==> config.mk <==
export PLATFORM = sky130hd
export DESIGN_NAME = port_analog_input_select
export DESIGN_NICKNAME = d
export VERILOG_FILES = /design/src/port_ansel_pkg.sv /design/src/port_ansel_lane.sv /design/src/port_analog_input_select.sv
export SDC_FILE = /design/constraint.sdc
export NUM_CORES = 1
export LEC_CHECK = 0
export BUFFER_PORTS_ARGS = -buffer_cell sky130_fd_sc_hd__buf_2
export CORE_ASPECT_RATIO = 1.1
export CORE_MARGIN = 4
export CORE_UTILIZATION = 41
export DETAILED_ROUTE_END_ITERATION = 10
export PLACE_DENSITY = 0.95
export SYNTH_ARGS = -nofsm -noshare
export SYNTH_HDL_FRONTEND = slang
export SYNTH_SLANG_ARGS = --single-unit
==> constraint.sdc <==
create_clock -name ref_clk_in -period 4.1 [get_ports ref_clk_in]
set_input_delay 0.82 -clock ref_clk_in [delete_from_list [all_inputs] [get_ports ref_clk_in]]
set_output_delay 0.82 -clock ref_clk_in [all_outputs]
set_load 0.01 [all_outputs]
==> src/port_ansel_pkg.sv <==
// Package: register map, field masks and carrier types for the analog-select block
package port_ansel_pkg;

  localparam int unsigned ADDR_W     = 12;
  localparam int unsigned DATA_W     = 32;
  localparam int unsigned PORT_W     = 8;

  // Register byte addresses on the peripheral bus
  localparam logic [11:0] PORT_B_ANALOG_SELECT_OFS = 12'h000;
  localparam logic [11:0] PORT_C_ANALOG_SELECT_OFS = 12'h004;
  localparam logic [11:0] PORT_B_STATUS_OFS        = 12'h008;
  localparam logic [11:0] PORT_C_STATUS_OFS        = 12'h00c;

  // Implemented select bits: port B 5..0, port C 7..2
  localparam logic [7:0]  PORT_B_IMPL_MASK  = 8'h3f;
  localparam logic [7:0]  PORT_C_IMPL_MASK  = 8'hfc;

  // Implemented bits come out of reset set, unimplemented ones clear
  localparam logic [7:0]  PORT_B_RESET      = 8'h3f;
  localparam logic [7:0]  PORT_C_RESET      = 8'hfc;

  // Pin-side signals of one 8-bit port
  typedef struct packed {
    logic [7:0] pin_in;
    logic [7:0] latch;
    logic [7:0] out_dir;
  } port_pins_t;

  // Per-port results toward the pins and the read path
  typedef struct packed {
    logic [7:0] pin_out;
    logic [7:0] pin_oe;
    logic [7:0] in_buf_en;
    logic [7:0] input_value;
  } port_view_t;

endpackage : port_ansel_pkg

==> src/port_ansel_lane.sv <==
// One port's pin path: input buffer gating and unchanged output drive
`timescale 1ns/1ps
module port_ansel_lane #(
  parameter logic [7:0] IMPL_MASK = 8'hff
) (
  // Clock and reset
  input  wire logic                   ref_clk_in,
  input  wire logic                   rst_in,
  // Control and pins
  input  wire logic [7:0]             analog_sel_in,
  input  port_ansel_pkg::port_pins_t  pins_in,
  output wire port_ansel_pkg::port_view_t view_out
);

  logic [7:0] buf_en;
  logic [7:0] input_value_r;
  logic [7:0] input_value_nxt;

  genvar i;
  generate
    for (i = 0; i < 8; i++) begin : g_bit
      // A set select bit disables the digital input buffer
      assign buf_en[i] = IMPL_MASK[i] ? ~analog_sel_in[i] : 1'b1;
      // Disabled buffer reads as zero so the analog level never leaks in
      assign input_value_nxt[i] = buf_en[i] & pins_in.pin_in[i];
    end
  endgenerate

  always_ff @(posedge ref_clk_in) begin
    if (rst_in) begin
      input_value_r <= 8'h00;
    end else begin
      input_value_r <= input_value_nxt;
    end
  end

  // Output drive ignores the select bit entirely
  assign view_out.pin_out     = pins_in.latch;
  assign view_out.pin_oe      = pins_in.out_dir;
  assign view_out.in_buf_en   = buf_en;
  assign view_out.input_value = input_value_r;

endmodule : port_ansel_lane

==> src/port_analog_input_select.sv <==
// Top: APB register file for the analog-select bits of ports B and C
`timescale 1ns/1ps

// Function
// - Port B pins 5..0: select bit 1 disables input buffer, 0 enables it.
// - Port B select bits 7 and 6 ignore writes and read zero.
// - Port C pins 7..2: select bit 1 disables input buffer, 0 enables it.
// - Port C select bits 1 and 0 ignore writes and read zero.
// - Digital output keeps driving its latch value whatever the select bit.
// - With select set, the pin's digital input is blocked from the read path.
module port_analog_input_select (
  // Clock and reset
  input  wire logic                   ref_clk_in,
  input  wire logic                   rst_in,
  // APB slave
  input  wire logic                   psel_in,
  input  wire logic                   penable_in,
  input  wire logic                   pwrite_in,
  input  wire logic [11:0]            paddr_in,
  input  wire logic [31:0]            pwdata_in,
  input  wire logic [3:0]             pstrb_in,
  output logic      [31:0]            prdata_out,
  output logic                        pready_out,
  output logic                        pslverr_out,
  // Port B pins
  input  port_ansel_pkg::port_pins_t  port_b_pins_in,
  output port_ansel_pkg::port_view_t  port_b_view_out,
  // Port C pins
  input  port_ansel_pkg::port_pins_t  port_c_pins_in,
  output port_ansel_pkg::port_view_t  port_c_view_out
);

  logic [7:0]  port_b_analog_select_r;
  logic [7:0]  port_b_analog_select_nxt;
  logic [7:0]  port_c_analog_select_r;
  logic [7:0]  port_c_analog_select_nxt;
  logic [31:0] prdata_r;
  logic [31:0] prdata_nxt;
  logic        pslverr_r;

  // Decode
  wire access_w  = psel_in & penable_in;
  wire hit_b     = (paddr_in == port_ansel_pkg::PORT_B_ANALOG_SELECT_OFS);
  wire hit_c     = (paddr_in == port_ansel_pkg::PORT_C_ANALOG_SELECT_OFS);
  wire hit_bs    = (paddr_in == port_ansel_pkg::PORT_B_STATUS_OFS);
  wire hit_cs    = (paddr_in == port_ansel_pkg::PORT_C_STATUS_OFS);
  wire mapped    = hit_b | hit_c | hit_bs | hit_cs;
  // Status registers are read-only, so a write there is an error too
  wire bad       = ~mapped | (pwrite_in & (hit_bs | hit_cs));
  // Qualified by pready so a write lands once, at the edge the master samples it
  wire wr_b      = pready_out & pwrite_in & hit_b & pstrb_in[0];
  wire wr_c      = pready_out & pwrite_in & hit_c & pstrb_in[0];

  // Unimplemented positions are masked off on every write
  assign port_b_analog_select_nxt = wr_b ?
      (pwdata_in[7:0] & port_ansel_pkg::PORT_B_IMPL_MASK) : port_b_analog_select_r;
  assign port_c_analog_select_nxt = wr_c ?
      (pwdata_in[7:0] & port_ansel_pkg::PORT_C_IMPL_MASK) : port_c_analog_select_r;

  // Read mux; status shows live buffer enables and gated input values
  wire [7:0] sel_b_rd = port_b_analog_select_r & port_ansel_pkg::PORT_B_IMPL_MASK;
  wire [7:0] sel_c_rd = port_c_analog_select_r & port_ansel_pkg::PORT_C_IMPL_MASK;
  wire [15:0] stat_b  = {port_b_view_out.in_buf_en, port_b_view_out.input_value};
  wire [15:0] stat_c  = {port_c_view_out.in_buf_en, port_c_view_out.input_value};

  assign prdata_nxt = (access_w & ~pwrite_in & hit_b)  ? {24'h000000, sel_b_rd} :
                      (access_w & ~pwrite_in & hit_c)  ? {24'h000000, sel_c_rd} :
                      (access_w & ~pwrite_in & hit_bs) ? {16'h0000, stat_b}      :
                      (access_w & ~pwrite_in & hit_cs) ? {16'h0000, stat_c}      :
                      32'h00000000;

  always_ff @(posedge ref_clk_in) begin
    if (rst_in) begin
      port_b_analog_select_r <= port_ansel_pkg::PORT_B_RESET;
      port_c_analog_select_r <= port_ansel_pkg::PORT_C_RESET;
    end else begin
      port_b_analog_select_r <= port_b_analog_select_nxt;
      port_c_analog_select_r <= port_c_analog_select_nxt;
    end
  end

  // One wait state: data and error are registered, answer in the second access cycle
  logic ack_r;
  always_ff @(posedge ref_clk_in) begin
    if (rst_in) begin
      ack_r     <= 1'b0;
      prdata_r  <= 32'h00000000;
      pslverr_r <= 1'b0;
    end else begin
      ack_r     <= access_w & ~ack_r;
      prdata_r  <= prdata_nxt;
      pslverr_r <= access_w & bad;
    end
  end

  // Write lands on the edge where pready is seen; gate writes accordingly
  assign pready_out  = ack_r & access_w;
  assign prdata_out  = pready_out ? prdata_r : 32'h00000000;
  assign pslverr_out = pready_out & pslverr_r;

  port_ansel_lane #(
    .IMPL_MASK (port_ansel_pkg::PORT_B_IMPL_MASK)
  ) u_lane_b (
    .ref_clk_in    (ref_clk_in),
    .rst_in        (rst_in),
    .analog_sel_in (port_b_analog_select_r),
    .pins_in       (port_b_pins_in),
    .view_out      (port_b_view_out)
  );

  port_ansel_lane #(
    .IMPL_MASK (port_ansel_pkg::PORT_C_IMPL_MASK)
  ) u_lane_c (
    .ref_clk_in    (ref_clk_in),
    .rst_in        (rst_in),
    .analog_sel_in (port_c_analog_select_r),
    .pins_in       (port_c_pins_in),
    .view_out      (port_c_view_out)
  );

endmodule : port_analog_input_select

==> qor.csv, run 1 <==
stage;metric;value;unit
detailed_routing;final wirelength;5090;µm
sta;RSZ-0062 raised after global routing;no;
sta;post-layout min period;2.49;ns
clock_network;CTS buffer count;5;
cells_and_area;Area growth syn-to-layout;11.2;%
synth;number of synthesized flops with an enable pin;0;
floorplanning;initial core utilization;0.425;
floorplanning;Rows;28;
global_route;largest net degree at the start of global routing;27;
cells_and_area;nets;402;
sta;max-slew violations;0;
worst_setup_path;CP Capture Type;primary output;
power_and_ir_drop;Pleak;1.38;nW
cells_and_area;antenna diode count;0;
synth;Ys Warns;0;
synth;ys async rst share;0;
worst_setup_path;slowest CP cell;and3_1;
cells_and_area;Design Area, Final;2570;µm²
detailed_routing;Routed WL per cell;13.5;µm
clock_network;clk sinks;46;
clock_network;TritonCTS clock tree;yes;
worst_setup_path;Reg-to-Reg End;port_b_analog_select_r[5]$_SDFFE_PP1P_;
placement;placed inst area;2460;µm²
synth;cell accounting for the most synthesized area;dfxtp_1;
worst_setup_path;crit-path leading delay family;simple AND/OR/NAND/NOR gates;
global_route;total gr overflow;0;
synth;Main synth FF type;dfxtp_1;
synth;synth cell count leaders;53 x buf_4, 46 x dfxtp_1, 30 x nor2_1;
clock_network;clk buf depth;2;
worst_setup_path;Setup CP Type;in2out;
placement;DP HPWL;4210;µm
min_path;HP Start;ack_r$_SDFF_PP0_;
worst_setup_path;slack of the worst reg-to-reg path;2.69;ns
clock_network;H-tree Lvls;2;
clock_network;post-CTS setup buffers;0;
floorplanning;I/O pins;199;
sta;final hold violations;0;
placement;DP Cell Count;369;
synth;Seq/Total Area, Yosys;0.399;
floorplanning;die area;6900;µm²
synth;Unique masters post-synth;35;
global_route;first-pass GRT wire length;7860;µm
synth;most frequent cell after synthesis;buf_4;
synth;cell area after synthesis;2310;µm²
run_status;status;finished, final reports clean;
synth;Synth Register Bits;46;
cells_and_area;Post-Layout Cell Count;377;
global_route;gr usage total;0.146;
min_path;hold path depth;1;
clock_network;Hold Buf Count CTS;0;
floorplanning;core area;5430;µm²
detailed_routing;drt pass-1 iters;4;
detailed_routing;routed vias;1755;
power_and_ir_drop;PwrDens;327;nW/µm²
sta;fin worst setup slack;1.61;ns
placement;gpl congestion;0.781;
sta;Slew headroom;0.666;
worst_setup_path;startpoint types;input port;
detailed_routing;antenna-violating nets left;0;
worst_setup_path;arrival time at the worst endpoint;1.67;ns
detailed_routing;DR vias/cell;4.66;
cells_and_area;share of cells above drive strength 1;0.344;
global_route;initial antenna violation count;0;
sta;clk_skew;0.00395;ns
placement;Port Buffers;87;
sta;final worst path period share;0.607;
worst_setup_path;reg2reg start;ack_r$_SDFF_PP0_;
worst_setup_path;slowest stage delay, CP;0.41;ns
clock_network;CTS clock-pin slew for the worst setup and hold paths;0.08;ns
sta;endpoints failing setup;0;
cells_and_area;Filler Cells Inserted;516;
worst_setup_path;Buf/Inv on CP;2;
flow_run;max_cap viols;0;
sta;Worst Hold Slack;0.446;ns
clock_network;CTS Root Cell;clkbuf_8;
global_route;vias in the first global route;1733;
clock_network;Clock Latency Late Sink;0.29;ns
worst_setup_path;R2R depth;3;
min_path;Hold Path End;ack_r$_SDFF_PP0_;
detailed_routing;detailed-route DRC error count;0;
worst_setup_path;worst-path cell chain;buf_2 -> and3_1 -> and2_1 -> buf_2;
detailed_routing;DR iter-0 viols;25;
worst_setup_path;Critical Path Fanout Max;18;
sta;Tightest Pin Transition;0.497;ns
sta;max frequency;402;MHz
synth;dominant cells by area after synthesis;dfxtp_1 40%, buf_4 17%, and2_1 7.9%;
placement;dpl ws;1.58;ns
synth;top cell type's share of synthesized area;0.399;
power_and_ir_drop;VDD IR max;0.000229;V
worst_setup_path;CP most frequent cell;buf_2;
min_path;Worst Hold Class;reg2reg;
floorplanning;die width;79.6;µm
sta;post-route setup TNS;0;ns
floorplanning;die height;86.7;µm
clock_network;CTS resizes;0;
synth;Synth Area per Inst;9.17;µm²
worst_setup_path;Required @ worst endpoint;3.28;ns
synth;Post-Synthesis Cells;252;
worst max path at each step:
stage | endpoint | slack, ns | cells after the start | start
2_1_floorplan | prdata_out[10] | 1.66 | 4 | psel_in
3_3_place_gp | prdata_out[13] | 1.59 | 4 | psel_in
3_5_place_dp | prdata_out[11] | 1.58 | 4 | psel_in
4_1_cts | prdata_out[11] | 1.58 | 4 | psel_in
5_1_grt | prdata_out[11] | 1.47 | 4 | psel_in
6_report | prdata_out[11] | 1.61 | 4 | psel_in
sequential cells by signal, summed over array words and instances, names as in the netlist:
signal	cells
ack_r	1
port_b_analog_select_r	6
port_c_analog_select_r	6
prdata_r	16
pslverr_r	1
u_lane_b.input_value_r	8
u_lane_c.input_value_r	8
worst reg2reg max path, cell delays in order, from the launching register on:
cell and delay [ns]:
dfxtp_1 0.35, and4_4 0.25, and4_1 0.47, mux2i_1 0.27
routing by layer:
layer	global-route usage	vias up	wire, µm
met1	0.157	797	1920
met3	0.0312	31	419
met4	0.103	0	260
li1	-	842	-
met5	0	-	0
met2	0.253	85	2500
report_power, final:
part / leakage [nW] / internal [mW] / total (mW) / switching [mW]
combinational: 0.960 / 0.0253 / 0.0640 / 0.0387
clock: 0.0514 / 0.182 / 0.325 / 0.144
sequential: 0.372 / 0.449 / 0.451 / 0.00142
total: 1.38 / 0.656 / 0.840 / 0.184
cell type report:
class	count	area, µm²	share of cell area
Multi-Input combinational cell	145	948	0.369
Sequential cell	46	921	0.359
Timing Repair Buffer	87	435	0.170
Tap cell	75	93.8	0.0365
Clock buffer	6	72.6	0.0283
Inverter	16	60.1	0.0234
Clock inverter	2	37.5	0.0146
through the flow:
stage               power (mW)  utilization
finish                   0.840        0.473
global route             0.871        0.473
CTS                      0.847        0.473
detailed placement       0.524        0.453
global placement         0.523        0.453
floorplan                0.544            -
cells by family (layout without fill, tap and decap cells):
group	Yosys count	after routing	synth area share
AND/OR/NAND/NOR	82	82	0.224
buffers and inverters	79	111	0.220
flip-flops	46	46	0.399
AO/OA/AOI/OAI	26	26	0.0748
multiplexers	17	17	0.0791
other	2	20	0.00325
placed cells by master, fill, tap and decap left out, types with 2 or more instances in the layout:
cell type	instances
nor2b_1	5
a211oi_1	4
a21oi_1	9
mux2i_1	16
o2bb2ai_1	5
nor4_4	2
a31oi_1	3
inv_1	16
dfxtp_1	46
and4b_1	2
nand4_2	2
conb_1	20
clkbuf_8	5
nor2_1	30
and2_1	29
buf_2	87
o21ai_0	3
No activity file was read; power rests on OpenSTA's default activity.
==> run 2: changes to the inputs <==
CORE_UTILIZATION = 38   (was 41)
PLACE_DENSITY = 0.89   (was 0.95)
clock period = 2.5 ns   (was 4.1 ns; I/O delays follow)
==> qor.csv, run 2 (same netlist as run 1, synthesis figures left out) <==
stage;metric;value;unit;change
run_status;status;finished, final reports clean;;unchanged
sta;fin worst setup slack;0.579;ns;was 1.61 ns
floorplanning;Rows;29;;was 28
worst_setup_path;Required @ worst endpoint;2.00;ns;was 3.28 ns
sta;post-layout min period;1.92;ns;
worst_setup_path;Setup CP Type;reg2out;;was in2out
clock_network;CTS resizes;0;;unchanged
detailed_routing;DR vias/cell;4.55;;was 4.66
floorplanning;initial core utilization;0.395;;was 0.425
sta;RSZ-0062 raised after global routing;no;;unchanged
placement;dpl ws;0.476;ns;was 1.58 ns
detailed_routing;DR iter-0 viols;20;;was 25
clock_network;TritonCTS clock tree;yes;;unchanged
sta;max-slew violations;0;;unchanged
clock_network;CTS Root Cell;clkbuf_8;;unchanged
worst_setup_path;startpoint types;flip-flop;;was input port
power_and_ir_drop;Pleak;1.37;nW;was 1.38 nW
cells_and_area;commonest non-fill, non-tap cell in the layout;buf_2;;unchanged
sta;Worst Hold Slack;0.408;ns;was 0.446 ns
sta;endpoints failing setup;0;;unchanged
worst_setup_path;Critical Path Fanout Max;18;;unchanged
placement;DP HPWL;4460;µm;was 4210 µm
cells_and_area;biggest regs;prdata_r (16), u_lane_b.input_value_r (8), u_lane_c.input_value_r (8);;unchanged
cells_and_area;Area growth syn-to-layout;10.0;%;was 11.2%
detailed_routing;routed vias;1721;;was 1,755
global_route;largest net degree at the start of global routing;27;;unchanged
cells_and_area;nets;402;;unchanged
cells_and_area;Most flops, register;prdata_r;;unchanged
sta;Tightest Pin Transition;0.506;ns;was 0.497 ns
global_route;total gr overflow;0;;unchanged
floorplanning;die width;82.3;µm;was 79.6 µm
flow_run;max_cap viols;0;;unchanged
worst_setup_path;worst-path cell chain;and3_1 -> and2_1 -> buf_2;;was buf_2 -> and3_1 -> and2_1 -> buf_2
detailed_routing;detailed-route DRC error count;0;;unchanged
detailed_routing;final wirelength;5320;µm;was 5090 µm
cells_and_area;share of cells above drive strength 1;0.342;;was 0.344
worst_setup_path;CP Capture Type;primary output;;unchanged
placement;gpl congestion;0.798;;was 0.781
cells_and_area;most frequent cells in the layout;87 x buf_2, 46 x dfxtp_1, 30 x nor2_1;;unchanged
clock_network;post-CTS setup buffers;0;;unchanged
floorplanning;core area;5840;µm²;was 5430 µm²
worst_setup_path;Buf/Inv on CP;1;;was 2
power_and_ir_drop;PwrDens;497;nW/µm²;was 327 nW/µm²
sta;Slew headroom;0.663;;was 0.666
detailed_routing;Routed WL per cell;14.1;µm;was 13.5 µm
clock_network;CTS buffer count;5;;unchanged
cells_and_area;antenna diode count;0;;unchanged
floorplanning;die height;89.8;µm;was 86.7 µm
detailed_routing;antenna-violating nets left;0;;unchanged
min_path;Worst Hold Class;in2reg;;was reg2reg
clock_network;Clock Latency Late Sink;0.29;ns;about the same
sta;final worst path period share;0.768;;
global_route;first-pass GRT wire length;8310;µm;was 7860 µm
clock_network;H-tree Lvls;2;;unchanged
sta;clk_skew;0.00735;ns;was 0.00395 ns
clock_network;clk buf depth;2;;unchanged
worst_setup_path;slowest stage delay, CP;0.43;ns;was 0.41 ns
clock_network;Hold Buf Count CTS;0;;unchanged
worst_setup_path;crit-path leading delay family;simple AND/OR/NAND/NOR gates;;unchanged
sta;post-route setup TNS;0;ns;unchanged
power_and_ir_drop;VDD IR max;0.000316;V;was 0.000229 V
placement;Port Buffers;87;;unchanged
sta;final hold violations;0;;unchanged
cells_and_area;max reg flops;16;;unchanged
global_route;vias in the first global route;1713;;was 1,733
sta;max frequency;521;MHz;
cells_and_area;Layout Utilization;0.435;;was 0.473
floorplanning;die area;7390;µm²;was 6900 µm²
worst_setup_path;slowest CP cell;and3_1;;unchanged
detailed_routing;drt pass-1 iters;4;;unchanged
global_route;gr usage total;0.142;;was 0.146
clock_network;clk sinks;46;;unchanged
clock_network;CTS clock-pin slew for the worst setup and hold paths;0.08;ns;about the same
floorplanning;I/O pins;199;;unchanged
worst_setup_path;arrival time at the worst endpoint;1.42;ns;was 1.67 ns
global_route;initial antenna violation count;0;;unchanged
## run 2: cell count changes in the layout (fill, tap and decap cells not counted), sizes merged
cell    change
bufinv      -1
## run 2: final timing paths
check | startpoint | end | slack, ns | cells after the start
min reg2reg | ack_r$_SDFF_PP0_ | ack_r$_SDFF_PP0_ | 0.47 | 1
max reg2reg | ack_r$_SDFF_PP0_ | port_b_analog_select_r[5]$_SDFFE_PP1P_ | 1.12 | 3
min | port_c_pins_in[18] | u_lane_c.input_value_r[2]$_SDFF_PP0_ | 0.41 | 2
max | ack_r$_SDFF_PP0_ | prdata_out[2] | 0.58 | 3
## run 2: report_power, final
group          total, mW  switching [mW]  internal [mW]
Combinational      0.106          0.0646         0.0415
Sequential         0.739         0.00211          0.737
Clock              0.418           0.226          0.192
Total               1.26           0.293          0.970
## run 2: cell type report
cell class              count  area, µm²
clock buffers               6       72.6
clock inverters             1       7.51
fillers                   596       3300
inverters                  16       60.1
multi-input cells         145        948
flip-flops and latches     46        921
well taps                  77       96.3
repair buffers             87        435
## run 2: per-layer routing
| layer | share of wire | global-route usage |
|---|---|---|
| met1 | 0.37 | 0.160 |
| met2 | 0.50 | 0.240 |
| met3 | 0.087 | 0.0370 |
| met4 | 0.043 | 0.0720 |
| met5 | 0 | 0 |
## run 2: through the flow
stage / cell area [µm²] / instances / total power [mW]
2_1_floorplan: 2380 / 270 / 0.893
3_3_place_gp: 2460 / 371 / 0.858
3_5_place_dp: 2460 / 371 / 0.862
4_1_cts: 2540 / 378 / 1.27
5_1_grt: 2540 / 378 / 1.31
6_report: 2540 / 378 / 1.26
